===== src/cct_pkg.sv =====
package cct_pkg;

  // Register indices; the bus byte address is four times the index.
  localparam logic [7:0] CCT_IDX_STATUS = 8'h40;
  localparam logic [7:0] CCT_IDX_CNT_HI = 8'h41;
  localparam logic [7:0] CCT_IDX_CNT_LO = 8'h42;
  localparam logic [7:0] CCT_IDX_MOD_HI = 8'h43;
  localparam logic [7:0] CCT_IDX_MOD_LO = 8'h44;
  localparam logic [7:0] CCT_IDX_SC0 = 8'h45;
  localparam logic [7:0] CCT_IDX_VAL0_HI = 8'h46;
  localparam logic [7:0] CCT_IDX_VAL0_LO = 8'h47;
  localparam logic [7:0] CCT_IDX_SC1 = 8'h48;
  localparam logic [7:0] CCT_IDX_VAL1_HI = 8'h49;
  localparam logic [7:0] CCT_IDX_VAL1_LO = 8'h4A;

  // Bit positions in the timer status/control register.
  localparam int CCT_ST_FLAG = 7;
  localparam int CCT_ST_IE = 6;
  localparam int CCT_ST_STOP = 5;
  localparam int CCT_ST_CRST = 4;

  // Bit positions in a channel status/control register.
  localparam int CCT_CH_FLAG = 7;
  localparam int CCT_CH_IE = 6;
  localparam int CCT_CH_MSB = 5;
  localparam int CCT_CH_MSA = 4;
  localparam int CCT_CH_ELSB = 3;
  localparam int CCT_CH_ELSA = 2;
  localparam int CCT_CH_TOV = 1;
  localparam int CCT_CH_MAX = 0;

  // Values after reset and special codes.
  localparam logic [15:0] CCT_MOD_RST = 16'hFFFF;
  localparam logic [15:0] CCT_CNT_RST = 16'h0000;
  localparam logic [2:0] CCT_SEL_EXT = 3'h7;
  localparam logic [2:0] CCT_SEL_RST = 3'h0;

endpackage : cct_pkg


===== src/cct_timer.sv =====
// Design decision made here: register access over Wishbone.
`timescale 1ns/1ps
module cct_timer
  import cct_pkg::*;
(
  input wire logic clk_i,               // Bus clock, 50 MHz.
  input wire logic rst_i,               // Synchronous reset, active high.
  input wire logic cyc_i,               // Wishbone cycle.
  input wire logic stb_i,               // Wishbone strobe.
  input wire logic we_i,                // Wishbone write enable.
  input wire logic [9:0] adr_i,         // Wishbone byte address.
  input wire logic [3:0] sel_i,         // Wishbone byte selects.
  input wire logic [31:0] dat_i,        // Wishbone write data.
  output logic [31:0] dat_o,            // Wishbone read data.
  output logic ack_o,                   // Wishbone acknowledge.
  input wire logic brk_i,               // Debug break in effect.
  input wire logic ext_clk_i,           // External counter clock pin.
  input wire logic [1:0] chan_pin_i,    // Channel pin levels.
  output logic [1:0] chan_pin_o,        // Channel pin drive values.
  output logic [1:0] chan_oe_o,         // Channel pin output enables.
  output logic ovf_irq_o,               // Overflow interrupt request.
  output logic [1:0] ch_irq_o           // Channel interrupt requests.
);

  typedef struct packed {
    logic ack;
    logic [7:0] dat;
    logic [15:0] cnt;
    logic [5:0] presc;
    logic ext_prev;
    logic ovf_flag;
    logic ovf_arm;
    logic ovf_ie;
    logic stop;
    logic [2:0] clk_sel;
    logic mod_inh;
    logic [15:0] modv;
    logic cnt_lat;
    logic [7:0] cnt_buf;
    logic [1:0] ch_flag;
    logic [1:0] ch_arm;
    logic [1:0] ch_ie;
    logic buf_mode;
    logic buf_act;
    logic buf_last;
    logic [1:0] ch_msa;
    logic [1:0] ch_elsb;
    logic [1:0] ch_elsa;
    logic [1:0] ch_tov;
    logic [1:0] ch_max;
    logic [1:0] ch_max_act;
    logic [1:0] ch_inh;
    logic [1:0] ch_out;
    logic [1:0] pin_prev;
    logic [1:0][15:0] ch_val;
  } cct_state_t;

  cct_state_t st_reg;
  cct_state_t st_next;

  logic acc;
  logic wr;
  logic rd;
  logic [7:0] idx;
  logic [7:0] wd;
  logic run;
  logic tick;
  logic adv;
  logic ovf_evt;
  logic ovf_set;
  logic [5:0] mask;
  logic [1:0] capm;
  logic [1:0] cmpm;
  logic [1:0] cap_evt;
  logic [1:0] cmp_evt;
  logic [1:0] rise;
  logic [1:0] fall;
  logic [15:0] cval0;
  logic c;

  // Next-state logic: counter, bus access, then channel events.
  always_comb begin
    st_next = st_reg;
    st_next.ack = cyc_i & stb_i & ~st_reg.ack;
    acc = st_next.ack;
    wr = acc & we_i & sel_i[0];
    rd = acc & ~we_i;
    idx = adr_i[9:2];
    wd = dat_i[7:0];
    c = 1'b0;
    run = ~st_reg.stop & ~brk_i;
    st_next.ext_prev = ext_clk_i;
    mask = 6'((7'h01 << st_reg.clk_sel) - 7'h01);
    // Clock select: prescaler taps or external pin rising edge.
    if (st_reg.clk_sel == CCT_SEL_EXT) begin
      tick = ext_clk_i & ~st_reg.ext_prev;
    end else begin
      tick = (st_reg.presc & mask) == mask;
    end
    if (run) begin
      st_next.presc = st_reg.presc + 6'h01;
    end
    adv = run & tick;
    ovf_evt = adv & (st_reg.cnt == st_reg.modv);
    ovf_set = ovf_evt & ~st_reg.mod_inh;
    if (adv) begin
      st_next.cnt = ovf_evt ? CCT_CNT_RST : st_reg.cnt + 16'h0001;
    end
    // Channel modes; channel 1 is disabled in buffered mode.
    for (int i = 0; i < 2; i++) begin
      capm[i] = ~(i == 1 && st_reg.buf_mode) & ~(i == 0 && st_reg.buf_mode) & ~st_reg.ch_msa[i] &
                (st_reg.ch_elsb[i] | st_reg.ch_elsa[i]);
      cmpm[i] = ~(i == 1 && st_reg.buf_mode) & ((i == 0 && st_reg.buf_mode) | st_reg.ch_msa[i]) &
                (st_reg.ch_elsb[i] | st_reg.ch_elsa[i]);
    end
    // Register bus reads and writes; unmapped indices read zero.
    if (acc) begin
      st_next.dat = 8'h00;
      case (idx)
        CCT_IDX_STATUS: begin
          if (rd) begin
            st_next.dat = {st_reg.ovf_flag, st_reg.ovf_ie, st_reg.stop, 2'b00, st_reg.clk_sel};
            st_next.ovf_arm = st_reg.ovf_flag;
          end else if (wr) begin
            if (st_reg.ovf_arm && !wd[CCT_ST_FLAG]) begin
              st_next.ovf_flag = 1'b0;
            end
            st_next.ovf_arm = 1'b0;
            st_next.ovf_ie = wd[CCT_ST_IE];
            st_next.stop = wd[CCT_ST_STOP];
            st_next.clk_sel = wd[2:0];
            if (wd[CCT_ST_CRST]) begin
              st_next.cnt = CCT_CNT_RST;
              st_next.presc = 6'h00;
            end
          end
        end
        CCT_IDX_CNT_HI: begin
          if (rd) begin
            st_next.dat = st_reg.cnt[15:8];
            if (!st_reg.cnt_lat) begin
              st_next.cnt_lat = 1'b1;
              st_next.cnt_buf = st_reg.cnt[7:0];
            end
          end
        end
        CCT_IDX_CNT_LO: begin
          if (rd) begin
            st_next.dat = st_reg.cnt_lat ? st_reg.cnt_buf : st_reg.cnt[7:0];
            st_next.cnt_lat = 1'b0;
          end
        end
        CCT_IDX_MOD_HI: begin
          if (rd) begin
            st_next.dat = st_reg.modv[15:8];
          end else if (wr) begin
            st_next.modv[15:8] = wd;
            st_next.mod_inh = 1'b1;
          end
        end
        CCT_IDX_MOD_LO: begin
          if (rd) begin
            st_next.dat = st_reg.modv[7:0];
          end else if (wr) begin
            st_next.modv[7:0] = wd;
            st_next.mod_inh = 1'b0;
          end
        end
        CCT_IDX_SC0, CCT_IDX_SC1: begin
          c = (idx == CCT_IDX_SC1);
          if (!(c && st_reg.buf_mode)) begin
            if (rd) begin
              st_next.dat = {st_reg.ch_flag[c], st_reg.ch_ie[c], st_reg.buf_mode & ~c, st_reg.ch_msa[c],
                             st_reg.ch_elsb[c], st_reg.ch_elsa[c], st_reg.ch_tov[c], st_reg.ch_max[c]};
              st_next.ch_arm[c] = st_reg.ch_flag[c];
            end else if (wr) begin
              if (st_reg.ch_arm[c] && !wd[CCT_CH_FLAG]) begin
                st_next.ch_flag[c] = 1'b0;
              end
              st_next.ch_arm[c] = 1'b0;
              st_next.ch_ie[c] = wd[CCT_CH_IE];
              if (!c) begin
                st_next.buf_mode = wd[CCT_CH_MSB];
                if (wd[CCT_CH_MSB] && !st_reg.buf_mode) begin
                  st_next.buf_act = 1'b0;
                  st_next.buf_last = 1'b0;
                end
              end
              st_next.ch_msa[c] = wd[CCT_CH_MSA];
              st_next.ch_elsb[c] = wd[CCT_CH_ELSB];
              st_next.ch_elsa[c] = wd[CCT_CH_ELSA];
              st_next.ch_tov[c] = wd[CCT_CH_TOV];
              st_next.ch_max[c] = wd[CCT_CH_MAX];
            end
          end
        end
        CCT_IDX_VAL0_HI, CCT_IDX_VAL1_HI: begin
          c = (idx == CCT_IDX_VAL1_HI);
          if (rd) begin
            st_next.dat = st_reg.ch_val[c][15:8];
            if (capm[c]) begin
              st_next.ch_inh[c] = 1'b1;
            end
          end else if (wr) begin
            st_next.ch_val[c][15:8] = wd;
            st_next.buf_last = c;
            if (cmpm[c] || (c && st_reg.buf_mode)) begin
              st_next.ch_inh[c] = 1'b1;
            end
          end
        end
        CCT_IDX_VAL0_LO, CCT_IDX_VAL1_LO: begin
          c = (idx == CCT_IDX_VAL1_LO);
          if (rd) begin
            st_next.dat = st_reg.ch_val[c][7:0];
            st_next.ch_inh[c] = 1'b0;
          end else if (wr) begin
            st_next.ch_val[c][7:0] = wd;
            st_next.buf_last = c;
            st_next.ch_inh[c] = 1'b0;
          end
        end
        default: begin
          st_next.dat = 8'h00;
        end
      endcase
    end
    // Overflow events win over a clear in the same cycle.
    if (ovf_set) begin
      st_next.ovf_flag = 1'b1;
      st_next.ovf_arm = 1'b0;
    end
    if (ovf_evt && st_reg.buf_mode) begin
      st_next.buf_act = st_reg.buf_last;
    end
    // Channel capture, compare and pin output behaviour.
    cval0 = st_reg.buf_mode ? st_reg.ch_val[st_reg.buf_act] : st_reg.ch_val[0];
    for (int i = 0; i < 2; i++) begin
      st_next.pin_prev[i] = chan_pin_i[i];
      rise[i] = chan_pin_i[i] & ~st_reg.pin_prev[i];
      fall[i] = ~chan_pin_i[i] & st_reg.pin_prev[i];
      cap_evt[i] = capm[i] & run & ~st_reg.ch_inh[i] &
                   ((st_reg.ch_elsa[i] & rise[i]) | (st_reg.ch_elsb[i] & fall[i]));
      cmp_evt[i] = cmpm[i] & adv & ~st_reg.ch_inh[i] &
                   (st_reg.cnt == ((i == 0) ? cval0 : st_reg.ch_val[1]));
      if (cap_evt[i]) begin
        st_next.ch_val[i] = st_reg.cnt;
      end
      if (cap_evt[i] || cmp_evt[i]) begin
        st_next.ch_flag[i] = 1'b1;
        st_next.ch_arm[i] = 1'b0;
      end
      if (ovf_evt) begin
        st_next.ch_max_act[i] = st_reg.ch_max[i];
      end
      if (!st_reg.ch_elsb[i] && !st_reg.ch_elsa[i]) begin
        st_next.ch_out[i] = ~st_reg.ch_msa[i];
      end else if (cmpm[i]) begin
        if (ovf_evt && st_reg.ch_tov[i]) begin
          // Overflow action wins over a coincident compare.
          if (st_reg.ch_max_act[i] && st_reg.ch_elsb[i]) begin
            st_next.ch_out[i] = ~st_reg.ch_elsa[i];
          end else begin
            st_next.ch_out[i] = ~st_reg.ch_out[i];
          end
        end else if (cmp_evt[i] && !(st_reg.ch_max_act[i] && st_reg.ch_tov[i])) begin
          // Compare action; without overflow toggling, clear and set settle at one level, toggle flips on each match.
          case ({st_reg.ch_elsb[i], st_reg.ch_elsa[i]})
            2'b01: st_next.ch_out[i] = ~st_reg.ch_out[i];
            2'b10: st_next.ch_out[i] = 1'b0;
            default: st_next.ch_out[i] = 1'b1;
          endcase
        end
      end
    end
  end

  // State register with reset values.
  always_ff @(posedge clk_i) begin
    if (rst_i) begin
      st_reg <= '0;
      st_reg.stop <= 1'b1;
      st_reg.clk_sel <= CCT_SEL_RST;
      st_reg.modv <= CCT_MOD_RST;
      st_reg.cnt <= CCT_CNT_RST;
      st_reg.ch_out <= 2'b11;
    end else begin
      st_reg <= st_next;
    end
  end

  // Bus and pin outputs.
  assign dat_o = {24'h000000, st_reg.dat};
  assign ack_o = st_reg.ack;
  assign chan_pin_o = st_reg.ch_out;
  assign chan_oe_o = cmpm;
  assign ovf_irq_o = st_reg.ovf_flag & st_reg.ovf_ie;
  assign ch_irq_o = st_reg.ch_flag & st_reg.ch_ie;

  // Checks on the counter, flags and channels.
  stop_hold_a: assert property (@(posedge clk_i) disable iff (rst_i)
    st_reg.stop && !(wr && idx == CCT_IDX_STATUS) |=> $stable(st_reg.cnt))
    else $error("Counter moved while stopped.");
  ovf_set_a: assert property (@(posedge clk_i) disable iff (rst_i)
    ovf_evt && !st_reg.mod_inh |=> st_reg.ovf_flag && st_reg.cnt == 16'h0000)
    else $error("Overflow did not set flag and wrap.");
  ovf_irq_a: assert property (@(posedge clk_i) disable iff (rst_i)
    ovf_set && st_reg.ovf_ie && !(wr && idx == CCT_IDX_STATUS) |=> ovf_irq_o)
    else $error("Overflow request missing.");
  cnt_reset_a: assert property (@(posedge clk_i) disable iff (rst_i)
    wr && idx == CCT_IDX_STATUS && wd[CCT_ST_CRST] |=> st_reg.cnt == 16'h0000 && st_reg.presc == 6'h00)
    else $error("Counter reset bit did not clear counter.");
  cnt_step_a: assert property (@(posedge clk_i) disable iff (rst_i)
    adv && !ovf_evt && !(wr && idx == CCT_IDX_STATUS) |=> st_reg.cnt == $past(st_reg.cnt) + 16'h0001)
    else $error("Counter did not step by one.");
  mod_inh_a: assert property (@(posedge clk_i) disable iff (rst_i)
    st_reg.mod_inh && !st_reg.ovf_flag |=> !st_reg.ovf_flag)
    else $error("Overflow flag set during modulo update.");
  cap_stop_a: assert property (@(posedge clk_i) disable iff (rst_i)
    (st_reg.stop || brk_i || st_reg.ch_inh[0]) && capm[0] &&
    !(wr && (idx == CCT_IDX_VAL0_HI || idx == CCT_IDX_VAL0_LO)) |=> $stable(st_reg.ch_val[0]))
    else $error("Capture while stopped or blocked.");
  ch_flag_a: assert property (@(posedge clk_i) disable iff (rst_i)
    cmp_evt[1] || cap_evt[1] |=> st_reg.ch_flag[1] ##1 st_reg.ch_flag[1] || $past(wr))
    else $error("Channel flag not set by event.");
  cnt_latch_a: assert property (@(posedge clk_i) disable iff (rst_i)
    st_reg.cnt_lat && !(rd && idx == CCT_IDX_CNT_LO) |=> $stable(st_reg.cnt_buf))
    else $error("Latched low count byte changed.");

endmodule : cct_timer


===== config.mk =====
export PLATFORM = sky130hd
export DESIGN_NAME = cct_timer
export DESIGN_NICKNAME = d
export VERILOG_FILES = /design/src/cct_pkg.sv /design/src/cct_timer.sv
export SDC_FILE = /design/constraint.sdc
export NUM_CORES = 1
export LEC_CHECK = 0
export ABC_AREA = 1
export BUFFER_PORTS_ARGS = -buffer_cell sky130_fd_sc_hd__buf_4
export CAP_MARGIN = 20
export CELL_PAD_IN_SITES_DETAIL_PLACEMENT = 0
export CELL_PAD_IN_SITES_GLOBAL_PLACEMENT = 1
export CORE_MARGIN = 2
export CORE_UTILIZATION = 38
export DETAILED_ROUTE_END_ITERATION = 8
export GPL_ROUTABILITY_DRIVEN = 0
export PLACE_DENSITY_LB_ADDON = 0.1
export SLEW_MARGIN = 20
export SYNTH_ARGS = -nofsm -noshare
export SYNTH_HDL_FRONTEND = slang
export SYNTH_SLANG_ARGS = --single-unit

===== constraint.sdc =====
create_clock -name clk_i -period 1.9 [get_ports clk_i]
set_clock_uncertainty 0.2 [all_clocks]
set_input_delay 0.095 -clock clk_i [delete_from_list [all_inputs] [get_ports clk_i]]
set_output_delay 0.095 -clock clk_i [all_outputs]
set_load 0.02 [all_outputs]

Word level (Yosys, flattened, before mapping)
Index checks and enable logic that the tools add are counted.
{"block": "totals", "wordCells": 394, "mem_bits_rw": 0, "latch_bits": 0, "romBits": 0, "memories": 0, "reg_bits": 124, "in_bits": 55, "out_inout_bits": 40}
{"block": "classes", "muxes": 133, "mul": 0, "shift": 1, "order_cmp": 7, "n_reduce_logical": 85, "div_mod_pow": 0, "bitwise_logic": 75, "n_eq_ne": 55, "addsub": 3}
{"cell": "16-bit two-way mux", "count": 10}
{"cell": "32-bit two-way mux", "count": 5}
{"cell": "8-bit two-way mux", "count": 20}
{"cell": "22-bit two-way mux", "count": 5}
{"cell": "8-bit by 7-bit equality test with 1-bit output (second input constant)", "count": 11}
{"cell": "32-bit bitwise mux", "count": 2}
{"cell": "32-bit one-hot mux with 2 select lines", "count": 1}
{"cell": "8-bit one-hot mux with 8 select lines", "count": 1}
{"cell": "52-bit two-way mux", "count": 1}
{"cell": "16-bit equality test", "count": 3}
{"cell": "2-bit nonzero test", "count": 24}
{"cell": "1-bit two-way mux", "count": 47}
{"cell": "6-bit AND reduction", "count": 7}
{"cell": "1-bit AND", "count": 39}
{"cell": "19-bit two-way mux", "count": 2}
{"cell": "3-bit inequality test (second input constant)", "count": 12}
{"cell": "16-bit demux with 1-bit select", "count": 2}
{"cell": "2-bit inequality test (second input constant)", "count": 15}
{"cell": "9-bit two-way mux", "count": 3}
{"cell": "4-bit AND reduction", "count": 6}
{"cell": "1-bit NOT", "count": 23}
{"cell": "2-bit two-way mux", "count": 11}
{"cell": "1-bit logical AND", "count": 19}
{"cell": "16-bit by 1-bit adder with 16-bit output (second input constant)", "count": 1}
{"cell": "other kinds (35)", "count": 89}

Logic depth before layout (Yosys ltp)
Gate-level depths: netlist of the first run.
{"block": "logic_depth", "depth_word": 14, "depth_mapped": 16, "mapped_depth_nobuf": 14}

Least setup slack after synthesis of the first run
OpenSTA, ideal clock, no wires.
{"block": "synth_path", "path_kind": "register to register", "startpoint": "register st_reg[52] (netlist bit)", "endpoint": "register st_reg, in the netlist chan_pin_o[1]", "setup_ps": 117, "path_slack_ps": -64, "n_path_buf": 1, "required_ps": 1583, "stages_incl_launch_ff": 14, "period_less_slack_ps": 1964, "arrival_time_ps": 1648, "cell_sequence": "dfxtp_1 -> buf_4 -> inv_2 -> nand2_1 -> nor2_1 -> nand2_1 -> nor2_1 -> nand4_1 -> nor2_1 -> nand3_1 -> nand2_1 -> nand2_1 -> a21oi_1 -> nand2_1"}
{"block": "synth_via", "elab_chain_cells": 9, "elab_cells_between_ends": 10, "cone_classes": "bitwise (6); reduce/logical (4)"}
{"item": "start: declaration", "line": "cct_timer.sv:58", "source": "cct_state_t st_reg;"}
{"item": "start signal: assignment", "line": "cct_timer.sv:288", "source": "st_reg <= st_next;"}
{"item": "1-bit NOT (*)", "line": "cct_timer.sv:113", "source": "cmpm[i] = ~(i == 1 && st_reg.buf_mode) & ((i == 0 && st_reg.buf_mode) | st_reg.ch_msa[i]) &"}
{"item": "1-bit AND (*) (2 in a row)", "line": "cct_timer.sv:113"}
{"item": "named net chan_oe_o[1]", "line": "cct_timer.sv:20", "source": "output logic [1:0] chan_oe_o,"}
{"item": "1-bit AND (3 in a row)", "line": "cct_timer.sv:244", "source": "cmp_evt[i] = cmpm[i] & adv & ~st_reg.ch_inh[i] &"}
{"item": "1-bit logical AND", "line": "cct_timer.sv:266", "source": "end else if (cmp_evt[i] && !(st_reg.ch_max_act[i] && st_reg.ch_tov[i])) begin"}
{"item": "3-bit nonzero test (no line)"}
{"item": "2-bit AND reduction (no line) (*)"}
The timed path passes the listed nets; every way through them passes the cells marked *.
A chain may end at the register's enable or synchronous reset.

Final worst setup path of the first run
{"block": "layout_path", "startpoint": "register st_reg[52] (netlist bit)", "endpoint": "register st_reg[57] (netlist bit)"}
{"block": "layout_via", "elab_chain_cells": 9, "elab_cells_between_ends": 23, "cone_classes": "eq/ne (3); mux (2); bitwise (11); reduce/logical (7)"}
{"item": "1-bit NOT", "line": "cct_timer.sv:111", "source": "capm[i] = ~(i == 1 && st_reg.buf_mode) & ~(i == 0 && st_reg.buf_mode) & ~st_reg.ch_msa[i] &"}
{"item": "1-bit AND (2 in a row)", "line": "cct_timer.sv:111"}
{"item": "1-bit AND (3 in a row)", "line": "cct_timer.sv:242", "source": "cap_evt[i] = capm[i] & run & ~st_reg.ch_inh[i] &"}
{"item": "1-bit logical OR", "line": "cct_timer.sv:249", "source": "if (cap_evt[i] || cmp_evt[i]) begin"}
{"item": "2-bit by 1-bit inequality test with 1-bit output (no line) or 2-bit nonzero test (tied branches)"}
{"item": "6-bit AND reduction (no line)"}
Several ways; a longest one is shown, not always the timed one.

==> results of run 1 <==
[layout by cell type, fill, tap and decap left out, types with 17 or more instances in the layout]
cell type,count
nor3_1,20
dfxtp_2,18
a21oi_1,60
nor2_1,116
nor2_4,29
nor2_2,17
o21ai_1,19
nand2_2,25
conb_1,24
o211ai_1,39
inv_2,19
buf_6,20
dfxtp_1,100
buf_12,19
buf_4,282
inv_1,134
clkbuf_16,17
nand3_1,45
o21ai_0,78
nand2_1,304
[cell type report]
| class | instances | share of cell area, % |
|---|---|---|
| Multi-Input combinational cell | 930 | 41.8 |
| Clock buffer | 20 | 3.66 |
| Tap cell | 275 | 2.82 |
| Clock inverter | 11 | 0.994 |
| Timing Repair Buffer | 343 | 24.5 |
| Sequential cell | 124 | 20.7 |
| Inverter | 166 | 5.58 |
[power groups by stage]
| stage | sequential, mW | combinational (mW) | clock (mW) |
|---|---|---|---|
| 2_1_floorplan | 2.67 | 0.195 | 0 |
| 3_5_place_dp | 2.67 | 0.331 | 0 |
| 5_1_grt | 2.60 | 0.424 | 3.40 |
| 3_3_place_gp | 2.66 | 0.330 | 0 |
| 4_1_cts | 2.61 | 0.363 | 3.31 |
| 6_report | 2.60 | 0.401 | 3.28 |
[worst reg2reg max path, cell delays in order (launching register included)]
cell and delay (ns):
dfxtp_2 0.34, nand2_2 0.07, buf_12 0.15, buf_8 0.14, o211ai_1 0.22, buf_4 0.15
nand2_2 0.05, nor2_1 0.08, nand4_1 0.14, nor2_2 0.13, nand3_2 0.13, nand3_2 0.09
nand2_1 0.05, inv_1 0.05
[worst min-delay path by stage]
stage                     slack, ns         end       from
final                          0.01  st_reg[84]   adr_i[5]
after global routing           0.08  st_reg[84]   adr_i[5]
after CTS                     0.007  st_reg[84]   adr_i[5]
after detailed placement       0.13  st_reg[71]   dat_i[3]
after global placement         0.11  st_reg[92]  ext_clk_i
after floorplan               -0.02       ack_o      rst_i
[logic make-up after synthesis]
family                     synth area share (%)
adders and majority gates                 0.309
xor gates and xnor gates                   2.92
DFF                                        30.7
buffers and inverters                      14.6
AOI/OAI and AO/OA                          18.1
muxes                                     0.124
other                                    0.0463
and+or+nand+nor                            33.2
[metal layers]
| metal | GRT usage [%] | share of wire (%) | wire length [um] |
|---|---|---|---|
| met2 | 48.3 | 45 | 15700 |
| met5 | 0 | 0 | 0 |
| met1 | 40.8 | 43 | 15000 |
| met4 | 13.1 | 4.1 | 1420 |
| met3 | 6.43 | 7.4 | 2560 |
[per-stage QoR]
step                      util [%]  instance area (um2)  setup slack [ns]
after CTS                     54.7                11500            -0.101
after detailed placement      49.4                10400            -0.249
after floorplan                  -                 8180            0.0340
final                         58.3                12200            -0.143
after global placement        49.4                10400            -0.233
after global routing          58.3                12200            -0.258
[what timing repair did]
action                                  4_1_cts  5_1_grt
pin swaps                                    19       59
hold endpoints to repair                     56        0
setup buffers                                 7       23
gates cloned                                  2        1
endpoints found under the setup margin       80       89
resized for setup                            81      179
hold buffers                                 16        0
==> impl_metrics.yaml, run 1 <==
clock_network:
  clk_path_buf_depth: 2
  cts_tree: "done"
  h-tree-depth: 4
  cts-root-buf: "clkbuf_16"
  cts_buffers: 17
  clkLatencyLatePin_ns: 0.44
  clkSinkCount: 124
  clk_pin_slew_ns: 0.06
sta:
  timing.hold.ws_ns: 0.0127
  fmax_mhz: 490
  hold_viol_final: 0
  fin_ws_ns: -0.143
  finalSetupViolCount: 20
  finalMaxSlewViolations: 0
  fin_tns_setup_ns: -0.991
  min_period_ns: 2.04
  relSlewSlack_pct: 66.5
  fin_crit_sh_pct: 108
  tightest_slew_ns: 0.497
  rsz0062_at_grt: "true"
setup_path:
  path_cells: "nand2_2, buf_12, buf_8, o211ai_1, buf_4, nand2_2, nor2_1, nand4_1, nor2_2, nand3_2, nand3_2, nand2_1, inv_1"
  start_kind: "register"
  required_ns: 2.08
  crit_cells: 13
  cp_slowest_stage_delay_ns: 0.34
  worst_r2r_endpoint: "st_reg[57]"
  worst_path_max_delay_cell: "dfxtp_2"
  timing.rr.start: "st_reg[52]"
  path_max_fanout: 16
  crit_path_start: "st_reg[52]"
  worstSetupPathType: "register to register"
  regToRegSetupSlack_ns: -0.14
  crit_family: "simple AND/OR/NAND/NOR gates"
  cp-endpoint: "st_reg[57]"
  reg2reg_depth: 13
  worst-path-buf-inv: 4
  cp-end-kind: "register"
  crit_arrival_ns: 2.23
global_routing:
  grt.total_usage_pct: 30.7
  grt_pass1_vias: 8718
  grt_remaining_overflow: 0
  grt_pass1_wl_um: 50800
  antenna_found_initial: 0
  grt_start_max_net_pins: 55
power_and_ir_drop:
  p_total_mw: 6.28
  p_clk_share_pct: 52.2
  switching_share_pct: 25.3
  pwr-share-seq_pct: 41.4
  power.leakage_nw: 5.87
  ir_drop_mv: 0.510
  p_per_area_nw_per_um2: 514
  p_int_mw: 4.69
  p_comb_share_pct: 6.4
  switchingPower_mw: 1.59
synth:
  synth_area_leaders: "dfxtp_1 (31%), nand2_1 (15%), inv_1 (6.9%), nor2_1 (6.8%), o21ai_0 (6.3%)"
  syn-cell-area_um2: 8090
  synth.top_cell.area_share_pct: 30.7
  ys_types: 47
  async_flop_share_pct: 0
  synth_top_area_cell: "dfxtp_1"
  synthTopCellsByCount: "nand2_1 (330), inv_1 (149), nor2_1 (146)"
  syn_area_per_cell_um2: 6.30
  synth_most_common_cell: "nand2_1"
  synth_seq_cells: 124
  synthFlopType: "dfxtp_1"
  syn_inst: 1284
  ys_seq_area_share_pct: 30.7
  synth-edff-count: 0
  ys.warnings.count: 0
floorplanning:
  dieArea_um2: 22500
  start_util_pct: 38.6
  rows: 53
  pin_count: 95
  die_h_um: 150
  core-area_um2: 21000
  dieWidth_um: 150
placed_design:
  portBuffers: 41
  dp_cells: 1791
  post-dp-hpwl_um: 26700
finish:
  drive_above_1_share_pct: 34.7
  antenna_cells: 0
  nets: 1639
  syn_to_final_growth_pct: 50.9
  multi_input_area_um2: 5100
  largest_register_ffs: 113
  fillers: 2067
  final_cell_count_no_fill: 1869
  regArea_um2: 2530
route:
  antenna_left: 0
  num_vias: 9614
  firstDrtPassIters: 6
  drtIter0Drc: 797
  viasPerCell: 5.14
  wire_per_inst_um: 18.6
  wirelength_um: 34800
  drc: 0
worst_hold_path:
  whs_path_depth: 6
  holdCritPathClass: "primary input to register"
outcome:
  status: "finished, violations left"
  violations: "negative setup slack"
run:
  max_cap_violations: 0
(Power assumes the default switching activity.)
==> inputs of run 2 (changes only) <==
- PLACE_DENSITY: default -> 0.81
- PLACE_DENSITY_LB_ADDON: 0.1 -> default
==> run 2 against run 1 <==
Compared with the run above:
- the flow finishes with violations (negative hold slack, negative setup slack)
- sequential cell count stayed put
- register-to-register slack hardly changed
- fmax is 0.38% higher
- non-clock buffer count is 40 lower
- critical path type unchanged
==> impl_metrics.yaml, run 2 (synthesis gave the netlist of run 1 again) <==
outcome:
  status: "finished, violations left"
  violations: "negative hold slack, negative setup slack"
global_routing:
  grt_remaining_overflow: 0
  antenna_found_initial: 0
  grt_pass1_vias: 8872
  grt_pass1_wl_um: 49900
  grt_start_max_net_pins: 34
  grt.total_usage_pct: 29.7
sta:
  timing.hold.ws_ns: -0.0331
  rsz0062_at_grt: "true"
  fin_ws_ns: -0.135
  min_period_ns: 2.04
  hold_viol_final: 7
  fmax_mhz: 491
  finalSetupViolCount: 13
  tightest_slew_ns: 1.08
  finalMaxSlewViolations: 0
  relSlewSlack_pct: 27.7
  fin_crit_sh_pct: 107
clock_network:
  h-tree-depth: 4
  clk_pin_slew_ns: 0.06
  cts_tree: "done"
  cts-root-buf: "clkbuf_16"
  clkLatencyLatePin_ns: 0.44
  clk_path_buf_depth: 2
  clkSinkCount: 124
  cts_buffers: 17
finish:
  drive_above_1_share_pct: 34.4
  finalInstanceArea_um2: 12000
  nets: 1600
  final_cell_mix: "nand2_1 (303), buf_4 (238), inv_1 (135)"
  syn_to_final_growth_pct: 47.8
  final_common_cell: "nand2_1"
  largest_register_ffs: 113
  fillers: 1956
power_and_ir_drop:
  p_per_area_nw_per_um2: 530
  ir_drop_mv: 0.477
  power.leakage_nw: 5.67
floorplanning:
  core-area_um2: 21000
  dieArea_um2: 22500
  dieWidth_um: 150
  pin_count: 95
  die_h_um: 150
  start_util_pct: 38.6
  rows: 53
setup_path:
  crit_family: "simple AND/OR/NAND/NOR gates"
  worst-path-buf-inv: 2
  worstSetupPathType: "register to register"
  cp_common_cell: "nand2_2"
  required_ns: 2.02
  path_cells: "buf_6, nand2_4, nand2_2, nor2_2, nand2_1, nor2_2, nand2_2, nor2_4, buf_12, nand2_2, nand2_2, nand2_2, a21oi_2, nand2_1"
  worst_path_max_delay_cell: "dfxtp_2"
  cp-end-kind: "register"
  crit_arrival_ns: 2.16
  cp_slowest_stage_delay_ns: 0.33
  path_max_fanout: 8
  start_kind: "register"
route:
  viasPerCell: 5.35
  wirelength_um: 34600
  antenna_left: 0
  num_vias: 9799
  wire_per_inst_um: 18.9
  drtIter0Drc: 1165
  drc: 0
  firstDrtPassIters: 6
placed_design:
  post-dp-hpwl_um: 24900
  dpl_cell_area_um2: 9970
  portBuffers: 41
worst_hold_path:
  holdCritPathClass: "primary input to register"
run:
  max_cap_violations: 0
[run 2: cell types whose count changed in the layout (fill, tap and decap cells not counted), sizes merged]
cell and change:
buf -42, inv +6, clkinv -2, bufbuf +1
clkbuf -1, clkinvlp -1, diode +1, dlygate4sd3 +1
[run 2: through the flow]
step	instances	util (%)	setup TNS, ns	total power [mW]	setup WS, ns
after floorplan	1307	-	0	2.86	0.0340
after global placement	1750	47.6	-7.80	2.98	-0.336
after detailed placement	1750	47.6	-8.07	2.98	-0.306
after CTS	1814	53.1	-0.225	6.31	-0.0729
after global routing	1831	57.1	-2.82	6.51	-0.196
final	1832	57.1	-0.694	6.34	-0.135
[run 2: worst paths after layout]
kind / startpoint / endpoint / slack (ns) / depth (start not counted)
setup / recovery: st_reg[109] / chan_pin_o[1] / -0.14 / 14
hold / removal: rst_i / st_reg[95] / -0.03 / 4
setup reg to reg: st_reg[109] / chan_pin_o[1] / -0.14 / 14
hold reg to reg: dat_o[7] / dat_o[7] / 0.26 / 2
[run 2: what timing repair did]
| action | CTS | global route |
|---|---|---|
| gates resized for setup | 80 | 211 |
| hold endpoints to repair | 58 | 2 |
| cloned | 4 | 1 |
| hold buffers | 16 | 1 |
| pin swaps | 16 | 91 |
| setup buffers | 12 | 17 |
| endpoints found under the setup margin | 71 | 76 |
[run 2: metal layers]
| metal | part of all wire (%) | GRT usage, % |
|---|---|---|
| met1 | 41 | 39.4 |
| met2 | 45 | 46.6 |
| met3 | 9.4 | 6.80 |
| met4 | 3.9 | 12.3 |
| met5 | 0 | 0 |
[run 2: worst register-to-register path, stage by stage, from the launching register on]
cell     delay (ns)
dfxtp_2        0.33
buf_6          0.13
nand2_4        0.05
nand2_2        0.05
nor2_2         0.11
nand2_1        0.09
nor2_2         0.12
nand2_2        0.09
nor2_4         0.19
buf_12         0.15
nand2_2        0.06
nand2_2        0.08
nand2_2        0.06
a21oi_2        0.14
nand2_1        0.06
[run 2: layout make-up]
type | instances | area, um2 | area share, %
repair inverters | 1 | 6.26 | 0.0523
diodes | 1 | 2.50 | 0.0209
inverters | 166 | 671 | 5.61
repair buffers | 303 | 2660 | 22.2
well taps | 275 | 344 | 2.88
clock buffers | 19 | 453 | 3.79
clock inverters | 13 | 141 | 1.18
flip-flops and latches | 124 | 2530 | 21.1
multi-input cells | 930 | 5160 | 43.1
[run 2: where the power goes]
part | leakage, nW | internal (mW) | total, mW | switching [mW]
Combinational | 4.37 | 0.131 | 0.389 | 0.259
Clock | 0.285 | 2.00 | 3.35 | 1.34
Sequential | 1.01 | 2.60 | 2.60 | 0.00321
